<file path="src/include/floppy_command_decoder_consts.svh">
// offsets, field positions, counts and fixed values of the command decoder
// assumes inclusion by the package and the decoder module only
`ifndef FLOPPY_COMMAND_DECODER_CONSTS_SVH
`define FLOPPY_COMMAND_DECODER_CONSTS_SVH

`define ADDR_MAIN_STATUS 1'h0
`define ADDR_DATA        1'h1
`define MSR_REQUEST_BIT  7
`define MSR_TO_HOST_BIT  6
`define MSR_EXEC_BIT     5
`define MSR_BUSY_BIT     4
`define PARAM_SLOTS      8
`define RESULT_SLOTS     7
`define N_PARAMS_DISK    4'h8
`define N_PARAMS_FORMAT  4'h5
`define N_PARAMS_SEEK    4'h2
`define N_PARAMS_DRIVE   4'h1
`define N_RESULTS_DISK   3'h7
`define N_RESULTS_SENSE  3'h2
`define N_RESULTS_ONE    3'h1
`define INVALID_ST0      8'h80
`define OPC_RECALIBRATE  8'h07
`define OPC_SENSE_INT    8'h08
`define OPC_SENSE_DRIVE  8'h04
`define OPC_SEEK         8'h0F
`define OPC_SPECIFY      8'h03
`define OPC_STANDBY      8'h35
`define OPC_LEAVE_STBY   8'h34
`define OPC_SOFT_RESET   8'h36
`define LOW_READ         5'h06
`define LOW_READ_DEL     5'h0C
`define LOW_WRITE        5'h05
`define LOW_WRITE_DEL    5'h09
`define LOW_SCAN_EQ      5'h11
`define LOW_SCAN_LE      5'h19
`define LOW_SCAN_HE      5'h1D
`define LOW_READ_TRACK   5'h02
`define LOW_READ_ID      5'h0A
`define LOW_FORMAT       5'h0D

`endif

</file>
<file path="src/include/floppy_command_decoder_pkg.sv">
// types of the floppy command decoder
// assumes the constants header is on the include path
package floppy_command_decoder_pkg;
  `include "floppy_command_decoder_consts.svh"

  typedef enum logic [1:0] {
    PH_IDLE   = 2'h0,
    PH_PARAM  = 2'h1,
    PH_EXEC   = 2'h2,
    PH_RESULT = 2'h3
  } phase_t;

  typedef enum logic [4:0] {
    CMD_READ        = 5'h00,
    CMD_READ_DEL    = 5'h01,
    CMD_WRITE       = 5'h02,
    CMD_WRITE_DEL   = 5'h03,
    CMD_SCAN_EQ     = 5'h04,
    CMD_SCAN_LE     = 5'h05,
    CMD_SCAN_HE     = 5'h06,
    CMD_READ_TRACK  = 5'h07,
    CMD_READ_ID     = 5'h08,
    CMD_FORMAT      = 5'h09,
    CMD_RECALIBRATE = 5'h0A,
    CMD_SEEK        = 5'h0B,
    CMD_SENSE_INT   = 5'h0C,
    CMD_SENSE_DRIVE = 5'h0D,
    CMD_SPECIFY     = 5'h0E,
    CMD_STANDBY     = 5'h0F,
    CMD_LEAVE_STBY  = 5'h10,
    CMD_SOFT_RESET  = 5'h11,
    CMD_INVALID     = 5'h12
  } command_t;

  // result bytes in the order handed to the host
  typedef struct packed {
    logic [7:0] status_byte_zero;
    logic [7:0] status_byte_one;
    logic [7:0] status_byte_two;
    logic [7:0] cylinder;
    logic [7:0] head;
    logic [7:0] sector;
    logic [7:0] size_code;
  } exec_result_t;

  typedef struct packed {
    command_t   command;
    logic       multitrack_select;
    logic       double_density_select;
    logic       skip_deleted_option;
    logic [`PARAM_SLOTS-1:0][7:0] param_bytes;
  } exec_request_t;

  typedef struct packed {
    logic [3:0] step_rate_time;
    logic [3:0] head_unload_time;
    logic [6:0] head_load_time;
    logic       no_dma_flag;
  } timing_t;

  typedef struct packed {
    phase_t     phase;
    exec_request_t req;
    logic [3:0] param_index;
    logic [3:0] param_count;
    logic [`RESULT_SLOTS-1:0][7:0] results;
    logic [2:0] result_index;
    logic [2:0] result_count;
    logic [7:0] rdata;
    logic       exec_start;
    logic       standby;
    logic       soft_reset;
    timing_t    timing;
  } state_t;
endpackage

</file>
<file path="src/floppy_command_decoder.sv">
// command and result phase sequencer of a floppy disk controller
// assumes a host on a plain strobe port and a drive engine that runs each execution
`timescale 1ns/1ns
`include "floppy_command_decoder_consts.svh"

module floppy_command_decoder (
  input  wire logic                                    clock,
  input  wire logic                                    rst_n,
  input  wire logic                                    address,
  input  wire logic [7:0]                              wdata,
  input  wire logic                                    wr_en,
  input  wire logic                                    rd_en,
  output logic      [7:0]                              rdata_reg,
  output floppy_command_decoder_pkg::exec_request_t    exec_request_reg,
  output logic                                         exec_start_reg,
  input  wire logic                                    exec_done,
  input  floppy_command_decoder_pkg::exec_result_t     exec_result,
  input  wire logic [7:0]                              interrupt_status,
  input  wire logic [7:0]                              present_cylinder,
  input  wire logic [4:0]                              drive_signals,
  output floppy_command_decoder_pkg::timing_t          timing_reg,
  output logic                                         standby_reg,
  output logic                                         soft_reset_reg
);
  floppy_command_decoder_pkg::state_t s_reg;
  floppy_command_decoder_pkg::state_t s_next;

  function automatic floppy_command_decoder_pkg::command_t decode(input logic [7:0] op);
    logic [4:0] low;
    low = op[4:0];
    decode = floppy_command_decoder_pkg::CMD_INVALID;
    unique case (1'b1)
      (low == `LOW_READ):     decode = floppy_command_decoder_pkg::CMD_READ;
      (low == `LOW_READ_DEL): decode = floppy_command_decoder_pkg::CMD_READ_DEL;
      (low == `LOW_WRITE && !op[5]): decode = floppy_command_decoder_pkg::CMD_WRITE;
      (low == `LOW_WRITE_DEL && !op[5]):
        decode = floppy_command_decoder_pkg::CMD_WRITE_DEL;
      (low == `LOW_SCAN_EQ): decode = floppy_command_decoder_pkg::CMD_SCAN_EQ;
      (low == `LOW_SCAN_LE): decode = floppy_command_decoder_pkg::CMD_SCAN_LE;
      (low == `LOW_SCAN_HE): decode = floppy_command_decoder_pkg::CMD_SCAN_HE;
      (low == `LOW_READ_TRACK && !op[7]):
        decode = floppy_command_decoder_pkg::CMD_READ_TRACK;
      (low == `LOW_READ_ID && !op[7] && !op[5]):
        decode = floppy_command_decoder_pkg::CMD_READ_ID;
      (low == `LOW_FORMAT && !op[7] && !op[5]):
        decode = floppy_command_decoder_pkg::CMD_FORMAT;
      (op == `OPC_RECALIBRATE): decode = floppy_command_decoder_pkg::CMD_RECALIBRATE;
      (op == `OPC_SENSE_INT):   decode = floppy_command_decoder_pkg::CMD_SENSE_INT;
      (op == `OPC_SENSE_DRIVE): decode = floppy_command_decoder_pkg::CMD_SENSE_DRIVE;
      (op == `OPC_SEEK):        decode = floppy_command_decoder_pkg::CMD_SEEK;
      (op == `OPC_SPECIFY):     decode = floppy_command_decoder_pkg::CMD_SPECIFY;
      (op == `OPC_STANDBY):     decode = floppy_command_decoder_pkg::CMD_STANDBY;
      (op == `OPC_LEAVE_STBY):  decode = floppy_command_decoder_pkg::CMD_LEAVE_STBY;
      (op == `OPC_SOFT_RESET):  decode = floppy_command_decoder_pkg::CMD_SOFT_RESET;
      default: ;
    endcase
  endfunction

  function automatic logic [3:0] param_total(input floppy_command_decoder_pkg::command_t c);
    unique case (c)
      floppy_command_decoder_pkg::CMD_FORMAT:  param_total = `N_PARAMS_FORMAT;
      floppy_command_decoder_pkg::CMD_SEEK,
      floppy_command_decoder_pkg::CMD_SPECIFY: param_total = `N_PARAMS_SEEK;
      floppy_command_decoder_pkg::CMD_READ_ID,
      floppy_command_decoder_pkg::CMD_RECALIBRATE,
      floppy_command_decoder_pkg::CMD_SENSE_DRIVE: param_total = `N_PARAMS_DRIVE;
      floppy_command_decoder_pkg::CMD_SENSE_INT,
      floppy_command_decoder_pkg::CMD_STANDBY,
      floppy_command_decoder_pkg::CMD_LEAVE_STBY,
      floppy_command_decoder_pkg::CMD_SOFT_RESET,
      floppy_command_decoder_pkg::CMD_INVALID: param_total = 4'h0;
      default: param_total = `N_PARAMS_DISK;
    endcase
  endfunction

  // commands handed to the drive engine; seek and recalibrate end with no result
  function automatic logic uses_engine(input floppy_command_decoder_pkg::command_t c);
    uses_engine = (c <= floppy_command_decoder_pkg::CMD_SEEK);
  endfunction

  function automatic logic no_result(input floppy_command_decoder_pkg::command_t c);
    no_result = (c == floppy_command_decoder_pkg::CMD_RECALIBRATE) ||
                (c == floppy_command_decoder_pkg::CMD_SEEK);
  endfunction

  logic                                     data_wr;
  logic                                     data_rd;
  logic                                     launch;
  floppy_command_decoder_pkg::command_t     op_cmd;
  floppy_command_decoder_pkg::command_t     run_cmd;
  logic [`PARAM_SLOTS-1:0][7:0]             pbytes;
  logic [7:0]                               main_status;

  assign data_wr = wr_en && (address == `ADDR_DATA);
  assign data_rd = rd_en && (address == `ADDR_DATA);
  assign op_cmd  = decode(wdata);

  always_comb begin
    // standby shows an all-zero main status so the host stays off
    main_status = 8'h00;
    if (!s_reg.standby) begin
      main_status[`MSR_REQUEST_BIT] = (s_reg.phase != floppy_command_decoder_pkg::PH_EXEC);
      main_status[`MSR_TO_HOST_BIT] = (s_reg.phase == floppy_command_decoder_pkg::PH_RESULT);
      main_status[`MSR_EXEC_BIT]    = (s_reg.phase == floppy_command_decoder_pkg::PH_EXEC);
      main_status[`MSR_BUSY_BIT]    = (s_reg.phase != floppy_command_decoder_pkg::PH_IDLE);
    end
  end

  always_comb begin
    s_next            = s_reg;
    s_next.exec_start = 1'b0;
    s_next.soft_reset = 1'b0;
    s_next.rdata      = 8'h00;
    launch            = 1'b0;
    run_cmd           = s_reg.req.command;
    pbytes            = s_reg.req.param_bytes;
    if (data_wr) begin
      unique case (s_reg.phase)
        floppy_command_decoder_pkg::PH_IDLE: begin
          // in standby only the wake and reset opcodes are heard
          if (!s_reg.standby || op_cmd == floppy_command_decoder_pkg::CMD_LEAVE_STBY ||
              op_cmd == floppy_command_decoder_pkg::CMD_SOFT_RESET) begin
            s_next.req.command               = op_cmd;
            s_next.req.multitrack_select     = wdata[7] && (op_cmd <=
                floppy_command_decoder_pkg::CMD_SCAN_HE);
            s_next.req.double_density_select = wdata[6] &&
                uses_engine(op_cmd) && !no_result(op_cmd);
            s_next.req.skip_deleted_option   = wdata[5] && (op_cmd <=
                floppy_command_decoder_pkg::CMD_READ_TRACK);
            s_next.param_index = 4'h0;
            s_next.param_count = param_total(op_cmd);
            run_cmd            = op_cmd;
            if (param_total(op_cmd) == 4'h0) begin
              launch = 1'b1;
            end else begin
              s_next.phase = floppy_command_decoder_pkg::PH_PARAM;
            end
          end
        end
        floppy_command_decoder_pkg::PH_PARAM: begin
          pbytes[s_reg.param_index[2:0]] = wdata;
          s_next.req.param_bytes         = pbytes;
          s_next.param_index             = s_reg.param_index + 4'h1;
          launch = (s_reg.param_index == s_reg.param_count - 4'h1);
        end
        floppy_command_decoder_pkg::PH_EXEC,
        floppy_command_decoder_pkg::PH_RESULT: ; // busy: a byte written now is dropped
      endcase
    end
    if (launch) begin
      s_next.result_index = 3'h0;
      unique case (run_cmd)
        // short answers fill the top slots so every read walks down from the same end
        floppy_command_decoder_pkg::CMD_SENSE_INT: begin
          s_next.results[`RESULT_SLOTS-1] = interrupt_status;
          s_next.results[`RESULT_SLOTS-2] = present_cylinder;
          s_next.result_count  = `N_RESULTS_SENSE;
          s_next.phase         = floppy_command_decoder_pkg::PH_RESULT;
        end
        floppy_command_decoder_pkg::CMD_SENSE_DRIVE: begin
          s_next.results[`RESULT_SLOTS-1] = {drive_signals, pbytes[0][2:0]};
          s_next.result_count  = `N_RESULTS_ONE;
          s_next.phase         = floppy_command_decoder_pkg::PH_RESULT;
        end
        floppy_command_decoder_pkg::CMD_SPECIFY: begin
          s_next.timing.step_rate_time   = pbytes[0][7:4];
          s_next.timing.head_unload_time = pbytes[0][3:0];
          s_next.timing.head_load_time   = pbytes[1][7:1];
          s_next.timing.no_dma_flag      = pbytes[1][0];
          s_next.phase                   = floppy_command_decoder_pkg::PH_IDLE;
        end
        floppy_command_decoder_pkg::CMD_STANDBY: begin
          s_next.standby = 1'b1;
          s_next.phase   = floppy_command_decoder_pkg::PH_IDLE;
        end
        floppy_command_decoder_pkg::CMD_LEAVE_STBY: begin
          s_next.standby = 1'b0;
          s_next.phase   = floppy_command_decoder_pkg::PH_IDLE;
        end
        floppy_command_decoder_pkg::CMD_SOFT_RESET: begin
          s_next            = '0;
          s_next.soft_reset = 1'b1;
        end
        floppy_command_decoder_pkg::CMD_INVALID: begin
          s_next.results[`RESULT_SLOTS-1] = `INVALID_ST0;
          s_next.result_count = `N_RESULTS_ONE;
          s_next.phase        = floppy_command_decoder_pkg::PH_RESULT;
        end
        default: begin
          // recalibrate ignores bit 2 of the drive byte; the decoder clears it before the engine starts
          if (run_cmd == floppy_command_decoder_pkg::CMD_RECALIBRATE) begin
            s_next.req.param_bytes[0][2] = 1'b0;
          end
          s_next.exec_start = 1'b1;
          s_next.phase      = floppy_command_decoder_pkg::PH_EXEC;
        end
      endcase
    end
    if (s_reg.phase == floppy_command_decoder_pkg::PH_EXEC && exec_done) begin
      if (no_result(s_reg.req.command)) begin
        s_next.phase = floppy_command_decoder_pkg::PH_IDLE;
      end else begin
        // format ID bytes are copied as the engine leaves them; meaningless to the host
        s_next.results      = exec_result;
        s_next.result_count = `N_RESULTS_DISK;
        s_next.phase        = floppy_command_decoder_pkg::PH_RESULT;
      end
    end
    if (rd_en && address == `ADDR_MAIN_STATUS) begin
      s_next.rdata = main_status;
    end else if (data_rd && s_reg.phase == floppy_command_decoder_pkg::PH_RESULT) begin
      s_next.rdata        = s_reg.results[`RESULT_SLOTS - 1 - s_reg.result_index];
      s_next.result_index = s_reg.result_index + 3'h1;
      if (s_reg.result_index == s_reg.result_count - 3'h1) begin
        s_next.phase = floppy_command_decoder_pkg::PH_IDLE;
      end
    end
  end

  always_ff @(posedge clock or negedge rst_n) begin
    if (!rst_n) begin
      s_reg <= '0;
    end else begin
      s_reg <= s_next;
    end
  end

  assign rdata_reg        = s_reg.rdata;
  assign exec_request_reg = s_reg.req;
  assign exec_start_reg   = s_reg.exec_start;
  assign timing_reg       = s_reg.timing;
  assign standby_reg      = s_reg.standby;
  assign soft_reset_reg   = s_reg.soft_reset;

  // helper views for the checks below
  logic [7:0] next_result;
  logic       idle_wr;
  assign next_result = s_reg.results[`RESULT_SLOTS - 1 - s_reg.result_index];
  assign idle_wr     = data_wr && s_reg.phase == floppy_command_decoder_pkg::PH_IDLE &&
                       !s_reg.standby;
endmodule
</file>
<file path="config.mk">
export PLATFORM = sky130hd
export DESIGN_NAME = floppy_command_decoder
export DESIGN_NICKNAME = d
export VERILOG_FILES = /design/src/include/floppy_command_decoder_pkg.sv /design/src/floppy_command_decoder.sv
export VERILOG_INCLUDE_DIRS = /design/src /design/src/include
export SDC_FILE = /design/constraint.sdc
export NUM_CORES = 1
export LEC_CHECK = 0
export BUFFER_PORTS_ARGS = -buffer_cell sky130_fd_sc_hd__buf_2
export CORE_MARGIN = 1.5
export CORE_UTILIZATION = 50
export CTS_CLUSTER_SIZE = 8
export DETAILED_ROUTE_END_ITERATION = 12
export GPL_ROUTABILITY_DRIVEN = 0
export GPL_TIMING_DRIVEN = 0
export PLACE_DENSITY = 0.75
export SYNTH_ARGS = -nofsm -noshare
export SYNTH_HDL_FRONTEND = slang
export SYNTH_SLANG_ARGS = --single-unit
</file>
<file path="constraint.sdc">
create_clock -name clock -period 3.57 [get_ports clock]
set_input_delay 0.5355 -clock clock [delete_from_list [all_inputs] [get_ports clock]]
set_output_delay 0.5355 -clock clock [all_outputs]
set_load 0.02 [all_outputs]
</file>
==> results of run 1 <==
==> how the worst max path moves through the flow <==
stage | cells after the start | endpoint
2_1_floorplan | 12 | s_reg[27]
3_3_place_gp | 1 | s_reg[52]
3_5_place_dp | 13 | exec_request_reg[10]
4_1_cts | 13 | exec_request_reg[10]
5_1_grt | 9 | timing_reg[4]
6_report | 10 | s_reg[27]
==> worst max-delay path, cell delays in order <==
cell and delay [ns]:
buf_2 0.14, clkbuf_1 0.50, nor4bb_1 0.13, a22oi_1 0.32, o32ai_4 0.15, o31a_1 0.34
buf_1 0.25, o31ai_1 0.66, a21oi_4 0.22, a221o_1 0.38
==> cell type report <==
cell class	count	area [um2]
clock inverter	13	131
tap	229	287
inverter	8	31.3
multi-input combinational	612	3940
buffer	158	1010
clock buffer	19	443
timing repair buffer	190	983
fill	1552	6920
sequential	171	4280
==> layer usage <==
metal,share of wire (%),wire [um],global-route usage [%],vias to the layer above
li1,-,-,-,3607
met1,45,10800,35.1,3574
met2,47,11200,39.1,280
met3,6.2,1470,5.15,21
met4,1.1,253,5.15,0
met5,0,0,0,-
==> cell usage in the layout, fill, tap and decap left out, types with 3 or more instances in the layout <==
master,netlist,routed
nand2_1,143,143
mux2_2,8,8
clkbuf_1,36,37
nor2_1,104,104
nor3_2,4,4
inv_1,6,6
dfrtp_1,171,171
nand4_1,4,4
xnor2_1,5,5
inv_6,0,6
and3b_1,3,3
ha_1,4,4
clkinv_2,1,3
a22oi_1,11,11
a31oi_1,10,10
nor4bb_1,3,3
or3_1,3,3
nand3b_1,4,4
nor3b_1,6,6
o21ai_0,64,64
a21o_1,6,6
and2_1,4,4
a21oi_1,19,19
nor3_1,12,12
mux2i_1,84,84
and3_1,4,4
buf_1,6,6
a31o_2,8,8
o31ai_1,3,3
buf_6,3,3
xor2_1,8,8
a32oi_1,4,3
nand2b_1,8,8
buf_4,98,98
buf_2,14,202
nand3_1,15,15
nor2b_1,6,6
clkbuf_16,0,17
mux4_2,8,8
==> power by group <==
group / switching [W] / leakage, nW / internal [W]
clock: 0.000822 / 0.283 / 0.00100
combinational: 0.00184 / 3.23 / 0.00157
sequential: 0.000451 / 2.20 / 0.00264
==> cells by family (layout without fill, tap and decap cells) <==
kind of cell | after synthesis | after routing | share of synthesized area (%)
simple gates | 340 | 340 | 17.2
flops | 171 | 171 | 46.3
buf+inv | 166 | 388 | 11.3
compound gates | 154 | 154 | 11.2
mux | 101 | 101 | 12.3
xor+xnor | 13 | 13 | 1.23
fa+ha+maj | 4 | 4 | 0.541
==> metrics by stage <==
step	utilization (%)	worst slack, ns	power, W	cells
2_1_floorplan	-	0.468	0.00550	949
3_3_place_gp	58.1	-0.678	0.00639	1367
3_5_place_dp	58.3	-0.252	0.00648	1368
4_1_cts	61.5	0.166	0.00833	1400
5_1_grt	61.6	-0.00294	0.00880	1400
6_report	61.6	0.248	0.00832	1400
==> results.json, run 1 <==
{
  "synth-async-reset-ratio_pct": 100,
  "area_growth_pct": 20.1,
  "drt_first_pass_iters": 5,
  "fin_skew_ns": 0.0105,
  "cp.required_ns": 3.88,
  "drtIter0Drc": 533,
  "finalCriticalPeriod_ns": 3.32,
  "synth_cells": 949,
  "grt.overflow.total": 0,
  "p_leak_nw": 5.71,
  "r2r_cells": 12,
  "stdcell_area_um2": 11100,
  "relSlewSlack_pct": 37.8,
  "reg2reg_from": "s_reg[170]",
  "clk_pin_slew_worst_paths_ns": 0.07,
  "critPathCaptureType": "flop",
  "root_buffer": "clkbuf_16",
  "via_per_inst": 5.34,
  "fin_setup_tns_ns": 0,
  "fmax_ghz": 0.301,
  "die_w_um": 139,
  "clock-sinks": 171,
  "die_area_um2": 19300,
  "power_density_nw_per_um2": 749,
  "netlist_area_um2": 9240,
  "setup_viol": 0,
  "vias": 7482,
  "layout-drive-gt1-share_pct": 32.8,
  "antennaDiodeCount": 0,
  "cts_tree": "built",
  "ys_top_cells_by_area": "dfrtp_1 (46%), mux2i_1 (9.1%), buf_4 (8.0%)",
  "wl_per_cell_um": 16.9,
  "hold_ws_ns": 0.00695,
  "grt_pass1_vias": 7022,
  "cap_violations": 0,
  "syn_nets": 1044,
  "drcViolationCount": 0,
  "ant_nets": 0,
  "min_path_type": "in2async",
  "ys.flop_type": "dfrtp_1",
  "cts_max_level": 4,
  "fin_nets": 1253,
  "yosysTopAreaCellShare_pct": 46.3,
  "drt-total-wl_um": 23700,
  "initial_core_util_pct": 51.3,
  "worstMarginPinSlew_ns": 0.930,
  "dp_hpwl_um": 17100,
  "critPathMaxFanout": 10,
  "io_pins": 190,
  "insertion_delay_ns": 0.43,
  "numCtsBuffers": 17,
  "cts_buffer_depth": 2,
  "core_area_um2": 18000,
  "rsz0062_at_grt": "yes",
  "crit_path_start_kind": "input pin",
  "postSynthAreaPerCell_um2": 9.74,
  "synth_common_cells": "dfrtp_1 (171), nand2_1 (143), nor2_1 (104)",
  "detailed_place.area_um2": 10500,
  "reg2reg_to": "exec_request_reg[10]",
  "ir_drop_uv": 489,
  "grt_antenna_before_repair": 0,
  "std_cell_rows": 49,
  "critPathLaunch": "wdata[6]",
  "synth.yosys.seq_area_share_pct": 46.3,
  "ys_seq_elements": 171,
  "grt_usage_pct": 24.6,
  "grt_first_pass_wirelength_um": 37600,
  "postCtsSetupBuffers": 0,
  "die_h_um": 139,
  "synth.distinct_cells": 74,
  "hold_viol": 0,
  "slew_viol_final": 0,
  "yosys_warnings": 0,
  "status": "finished clean",
  "period_share_pct": 93.1,
  "synth_edf_count": 0,
  "synth_most_common_cell": "dfrtp_1",
  "ff2ff_setup_slack_ns": 0.26,
  "cts_hold_buf": 0,
  "grt_start_max_net_pins": 119,
  "cts_resized": 0,
  "cp.arrival_ns": 3.64,
  "worst-setup-path-type": "in2reg",
  "io_buffers": 189,
  "synth_top_area_cell": "dfrtp_1"
}
No activity file was read; power rests on OpenSTA's default activity.
==> run 2: changes to the inputs <==
PLACE_DENSITY = 0.74   (was 0.75)
==> run 2 against run 1 <==
  * Die area is the same
  * Sequential power is essentially flat
  * Largest power group unchanged
  * Final area down 0.19%
  * Non-clock buffer count unchanged
  * Global-route usage grew 0.44 points
  * Routed wire length is 1.4% higher
  * Final cell count unchanged
==> results.json, run 2 (synthesis gave the netlist of run 1 again) <==
{
  "drt_first_pass_iters": 5,
  "wl_per_cell_um": 17.2,
  "antennaDiodeCount": 0,
  "worst-path-buf-inv": 5,
  "io_buffers": 189,
  "dp_cells": 1368,
  "cts_hold_buf": 0,
  "postCtsSetupBuffers": 0,
  "root_buffer": "clkbuf_16",
  "worstMarginPinSlew_ns": 0.900,
  "cts_buffer_depth": 2,
  "cp.required_ns": 3.89,
  "grt_usage_pct": 25.1,
  "worst-setup-path-type": "in2reg",
  "io_pins": 190,
  "layout-drive-gt1-share_pct": 32.8,
  "critPathMaxFanout": 10,
  "cp_slowest_stage_delay_ns": 0.57,
  "fmax_ghz": 0.294,
  "ir_drop_uv": 539,
  "detailed_place.area_um2": 10500,
  "stdcell_area_um2": 11100,
  "hold_ws_ns": 0.0539,
  "slew_viol_final": 0,
  "fin_nets": 1253,
  "std_cell_rows": 49,
  "crit_family": "buffers and inverters",
  "cp.arrival_ns": 3.72,
  "grt_start_max_net_pins": 102,
  "numCtsBuffers": 17,
  "dp_hpwl_um": 17400,
  "die_w_um": 139,
  "grt_pass1_vias": 7158,
  "clk_pin_slew_worst_paths_ns": 0.07,
  "crit_chain": "buf_2 > buf_6 > clkbuf_1 > nand2_1 > o21a_1 > o32ai_4 > o31a_1 > buf_1 > buf_2 > mux2i_1 > o21ai_0 > a31o_2",
  "critPathCaptureType": "flop",
  "cts_tree": "built",
  "relSlewSlack_pct": 39.5,
  "ant_nets": 0,
  "min_path_type": "in2async",
  "die_area_um2": 19300,
  "drt-total-wl_um": 24000,
  "p_leak_nw": 5.70,
  "clock-sinks": 171,
  "grt.overflow.total": 0,
  "period_share_pct": 95.2,
  "cap_violations": 0,
  "fin_skew_ns": 0.0133,
  "initial_core_util_pct": 51.3,
  "die_h_um": 139,
  "crit_path_start_kind": "input pin",
  "cts_max_level": 4,
  "vias": 7554,
  "via_per_inst": 5.40,
  "finalCriticalPeriod_ns": 3.40,
  "finalNonFillerCells": 1400,
  "drtIter0Drc": 549,
  "grt_first_pass_wirelength_um": 38500,
  "status": "finished clean",
  "insertion_delay_ns": 0.43,
  "core_area_um2": 18000,
  "area_growth_pct": 19.9,
  "pre_cts_ws_ns": -0.216,
  "hold_viol": 0,
  "final_cell_mix": "buf_2 (202), dfrtp_1 (171), nand2_1 (143)",
  "grt_antenna_before_repair": 1,
  "finalWorstSetupSlack_ns": 0.171,
  "layout_commonest_cell": "buf_2",
  "crit_top_cell": "buf_2",
  "rsz0062_at_grt": "no",
  "drcViolationCount": 0,
  "setup_viol": 0,
  "cp_slowest_cell": "clkbuf_1",
  "power_density_nw_per_um2": 747
}
## run 2: final cells by class
cell class / count / area, um2
plain buffers: 158 / 1010
clock buffers: 19 / 453
clock inverters: 13 / 106
fillers: 1529 / 6940
inverters: 8 / 31.3
multi-input cells: 612 / 3930
flip-flops and latches: 171 / 4280
well taps: 229 / 287
repair buffers: 190 / 983
## run 2: timing repair
action,CTS,global route
setup endpoints to repair,0,5
gates resized for setup,0,1
endpoints found under the hold margin,0,0
## run 2: path summary, 6_finish.rpt
path | from | to | slack, ns | cells past startpoint
hold reg to reg | s_reg[29] | s_reg[29] | 0.50 | 1
min in group clock | exec_result[19] | s_reg[52] | 0.31 | 3
hold / removal | rst_n | exec_request_reg[42] | 0.05 | 1
setup / recovery | wdata[2] | s_reg[85] | 0.17 | 12
setup reg to reg | s_reg[170] | s_reg[27] | 0.21 | 7
max in group asynchronous | rst_n | s_reg[61] | 2.63 | 2
## run 2: per-stage QoR
stage,power [W],util (%),setup TNS [ns]
2_1_floorplan,0.00550,-,0
3_3_place_gp,0.00640,58.1,-132.23
3_5_place_dp,0.00650,58.3,-13.78
4_1_cts,0.00828,61.4,0
5_1_grt,0.00875,61.5,0
6_report,0.00828,61.5,0
## run 2: power by group
part / internal (W) / switching, W
clock: 0.000947 / 0.000819
sequential: 0.00264 / 0.000459
combinational: 0.00157 / 0.00185
total: 0.00515 / 0.00312
## run 2: metal layers
layer  up-vias  track usage, %  routed length, um
met4         2            6.63                393
met3        35            5.01               1700
met5         -               0                 11
li1       3600               -                  -
met2       319            39.8              11200
met1      3598            35.4              10700
==> run 3: changes to the inputs <==
clock period = 3.9 ns   (was 3.57 ns; I/O delays follow)
==> run 3 against run 2 <==
  * Total power decreased by 8.7%
  * Clock skew decreased by 0.0031 ns
  * Count of clock-buffer cells in the layout unchanged
  * Largest power group unchanged
  * Highest routed layer unchanged
  * Final cell count unchanged
==> results.json, run 3 (synthesis gave the netlist of run 1 again) <==
{
  "cap_violations": 0,
  "rsz0062_at_grt": "no",
  "drtIter0Drc": 528,
  "power_density_nw_per_um2": 683,
  "die_w_um": 139,
  "ir_drop_uv": 494,
  "grt_start_max_net_pins": 102,
  "cp.required_ns": 4.19,
  "cts_hold_buf": 0,
  "grt_first_pass_wirelength_um": 38500,
  "hold_viol": 0,
  "numCtsBuffers": 17,
  "final_cell_mix": "buf_2 (202), dfrtp_1 (171), nand2_1 (143)",
  "cp.depth": 13,
  "min_path_type": "in2async",
  "grt_pass1_vias": 7158,
  "area_growth_pct": 19.8,
  "die_area_um2": 19300,
  "reg2reg_to": "timing_reg[10]",
  "drt-total-wl_um": 24000,
  "crit_family": "simple AND/OR/NAND/NOR gates",
  "relSlewSlack_pct": 39.5,
  "worst-setup-path-type": "in2reg",
  "cts_resized": 0,
  "slew_viol_final": 0,
  "total_power_w": 0.00756,
  "root_buffer": "clkbuf_16",
  "std_cell_rows": 49,
  "layout_commonest_cell": "buf_2",
  "drt_first_pass_iters": 5,
  "wl_per_cell_um": 17.1,
  "io_buffers": 189,
  "detailed_place.area_um2": 10500,
  "crit_path_start_kind": "input pin",
  "r2r_cells": 9,
  "drcViolationCount": 0,
  "layout-drive-gt1-share_pct": 32.7,
  "crit_top_cell": "buf_2",
  "fmax_ghz": 0.289,
  "clock-sinks": 171,
  "critPathLaunch": "wdata[6]",
  "finalCriticalPeriod_ns": 3.46,
  "cp_slowest_cell": "nor4_1",
  "cp_slowest_stage_delay_ns": 0.64,
  "antennaDiodeCount": 0,
  "cts_max_level": 4,
  "cts_buffer_depth": 2,
  "die_h_um": 139,
  "status": "finished clean",
  "cp.arrival_ns": 3.75,
  "vias": 7573,
  "setup_viol": 0,
  "fin_nets": 1253,
  "reg2reg_from": "s_reg[170]",
  "via_per_inst": 5.41,
  "critPathMaxFanout": 10,
  "initial_core_util_pct": 51.3,
  "ant_nets": 0,
  "fin_skew_ns": 0.0102,
  "crit_chain": "buf_2 > nor4_1 > nand3_1 > nand3_2 > nor4bb_4 > a211oi_4 > inv_2 > or3_1 > buf_2 > clkinv_2 > buf_4 > buf_2 > nor2_1",
  "worstMarginPinSlew_ns": 0.905,
  "postCtsSetupBuffers": 0,
  "dp_hpwl_um": 17400,
  "grt.overflow.total": 0,
  "period_share_pct": 88.6,
  "io_pins": 190,
  "grt_usage_pct": 25.1,
  "stdcell_area_um2": 11100,
  "clk_pin_slew_worst_paths_ns": 0.07,
  "p_leak_nw": 5.70,
  "critPathCaptureType": "flop",
  "core_area_um2": 18000,
  "grt_antenna_before_repair": 1,
  "ff2ff_setup_slack_ns": 0.50,
  "insertion_delay_ns": 0.43,
  "worst-path-buf-inv": 6,
  "cts_tree": "built",
  "endpoint": "exec_request_reg[1]"
}
[run 3: cell types whose count changed in the layout (fill, tap and decap cells not counted)]
cell | previous run | this run
a32oi_2 | 1 | 0
a32oi_1 | 3 | 4
[run 3: worst register-to-register path: cells and delay by family, from the launching register on]
family                 cells  cell delay (ns)
multiplexers               1             0.16
AND/OR/NAND/NOR            5             1.45
AO/OA/AOI/OAI              1             0.64
flip-flops                 1             0.39
buffers and inverters      2             0.68
[run 3: worst min path at each step]
stage | depth (start not counted) | slack, ns | from | end
2_1_floorplan | 0 | 0.29 | rst_n | exec_request_reg[0]
3_3_place_gp | 1 | 0.48 | s_reg[28] | s_reg[28]
3_5_place_dp | 1 | 0.49 | s_reg[28] | s_reg[28]
4_1_cts | 1 | 0.13 | rst_n | exec_request_reg[42]
5_1_grt | 1 | 0.15 | rst_n | exec_request_reg[42]
6_report | 1 | 0.11 | rst_n | exec_request_reg[47]
[run 3: final cells by class]
cell class,instances,area (um2)
multi-input combinational,612,3920
inverter,8,31.3
clock inverter,13,106
buffer,158,1010
tap,229,287
clock buffer,19,453
fill,1531,6950
timing repair buffer,190,983
sequential,171,4280
[run 3: power by group]
group          leakage [nW]  internal, W  total [W]  switching [W]
combinational          3.23      0.00143    0.00311        0.00168
clock                 0.279     0.000866    0.00161       0.000744
sequential             2.20      0.00242    0.00284       0.000420
total                  5.70      0.00471    0.00756        0.00285
[run 3: metrics by stage]
step	hold WS [ns]	util, %	std cells	setup WS, ns	TNS, ns
after floorplan	0.289	-	949	0.749	0
after global placement	0.480	58.1	1367	-0.421	-68.76
after detailed placement	0.485	58.3	1368	0.0642	0
after CTS	0.134	61.4	1400	0.502	0
after global routing	0.145	61.4	1400	0.283	0
final	0.106	61.4	1400	0.445	0
[run 3: layer usage]
layer	routed length (um)	GRT usage [%]	up-vias
li1	-	-	3597
met1	10800	35.4	3614
met4	418	6.63	2
met2	11200	39.8	323
met5	11	0	-
met3	1530	5.01	37
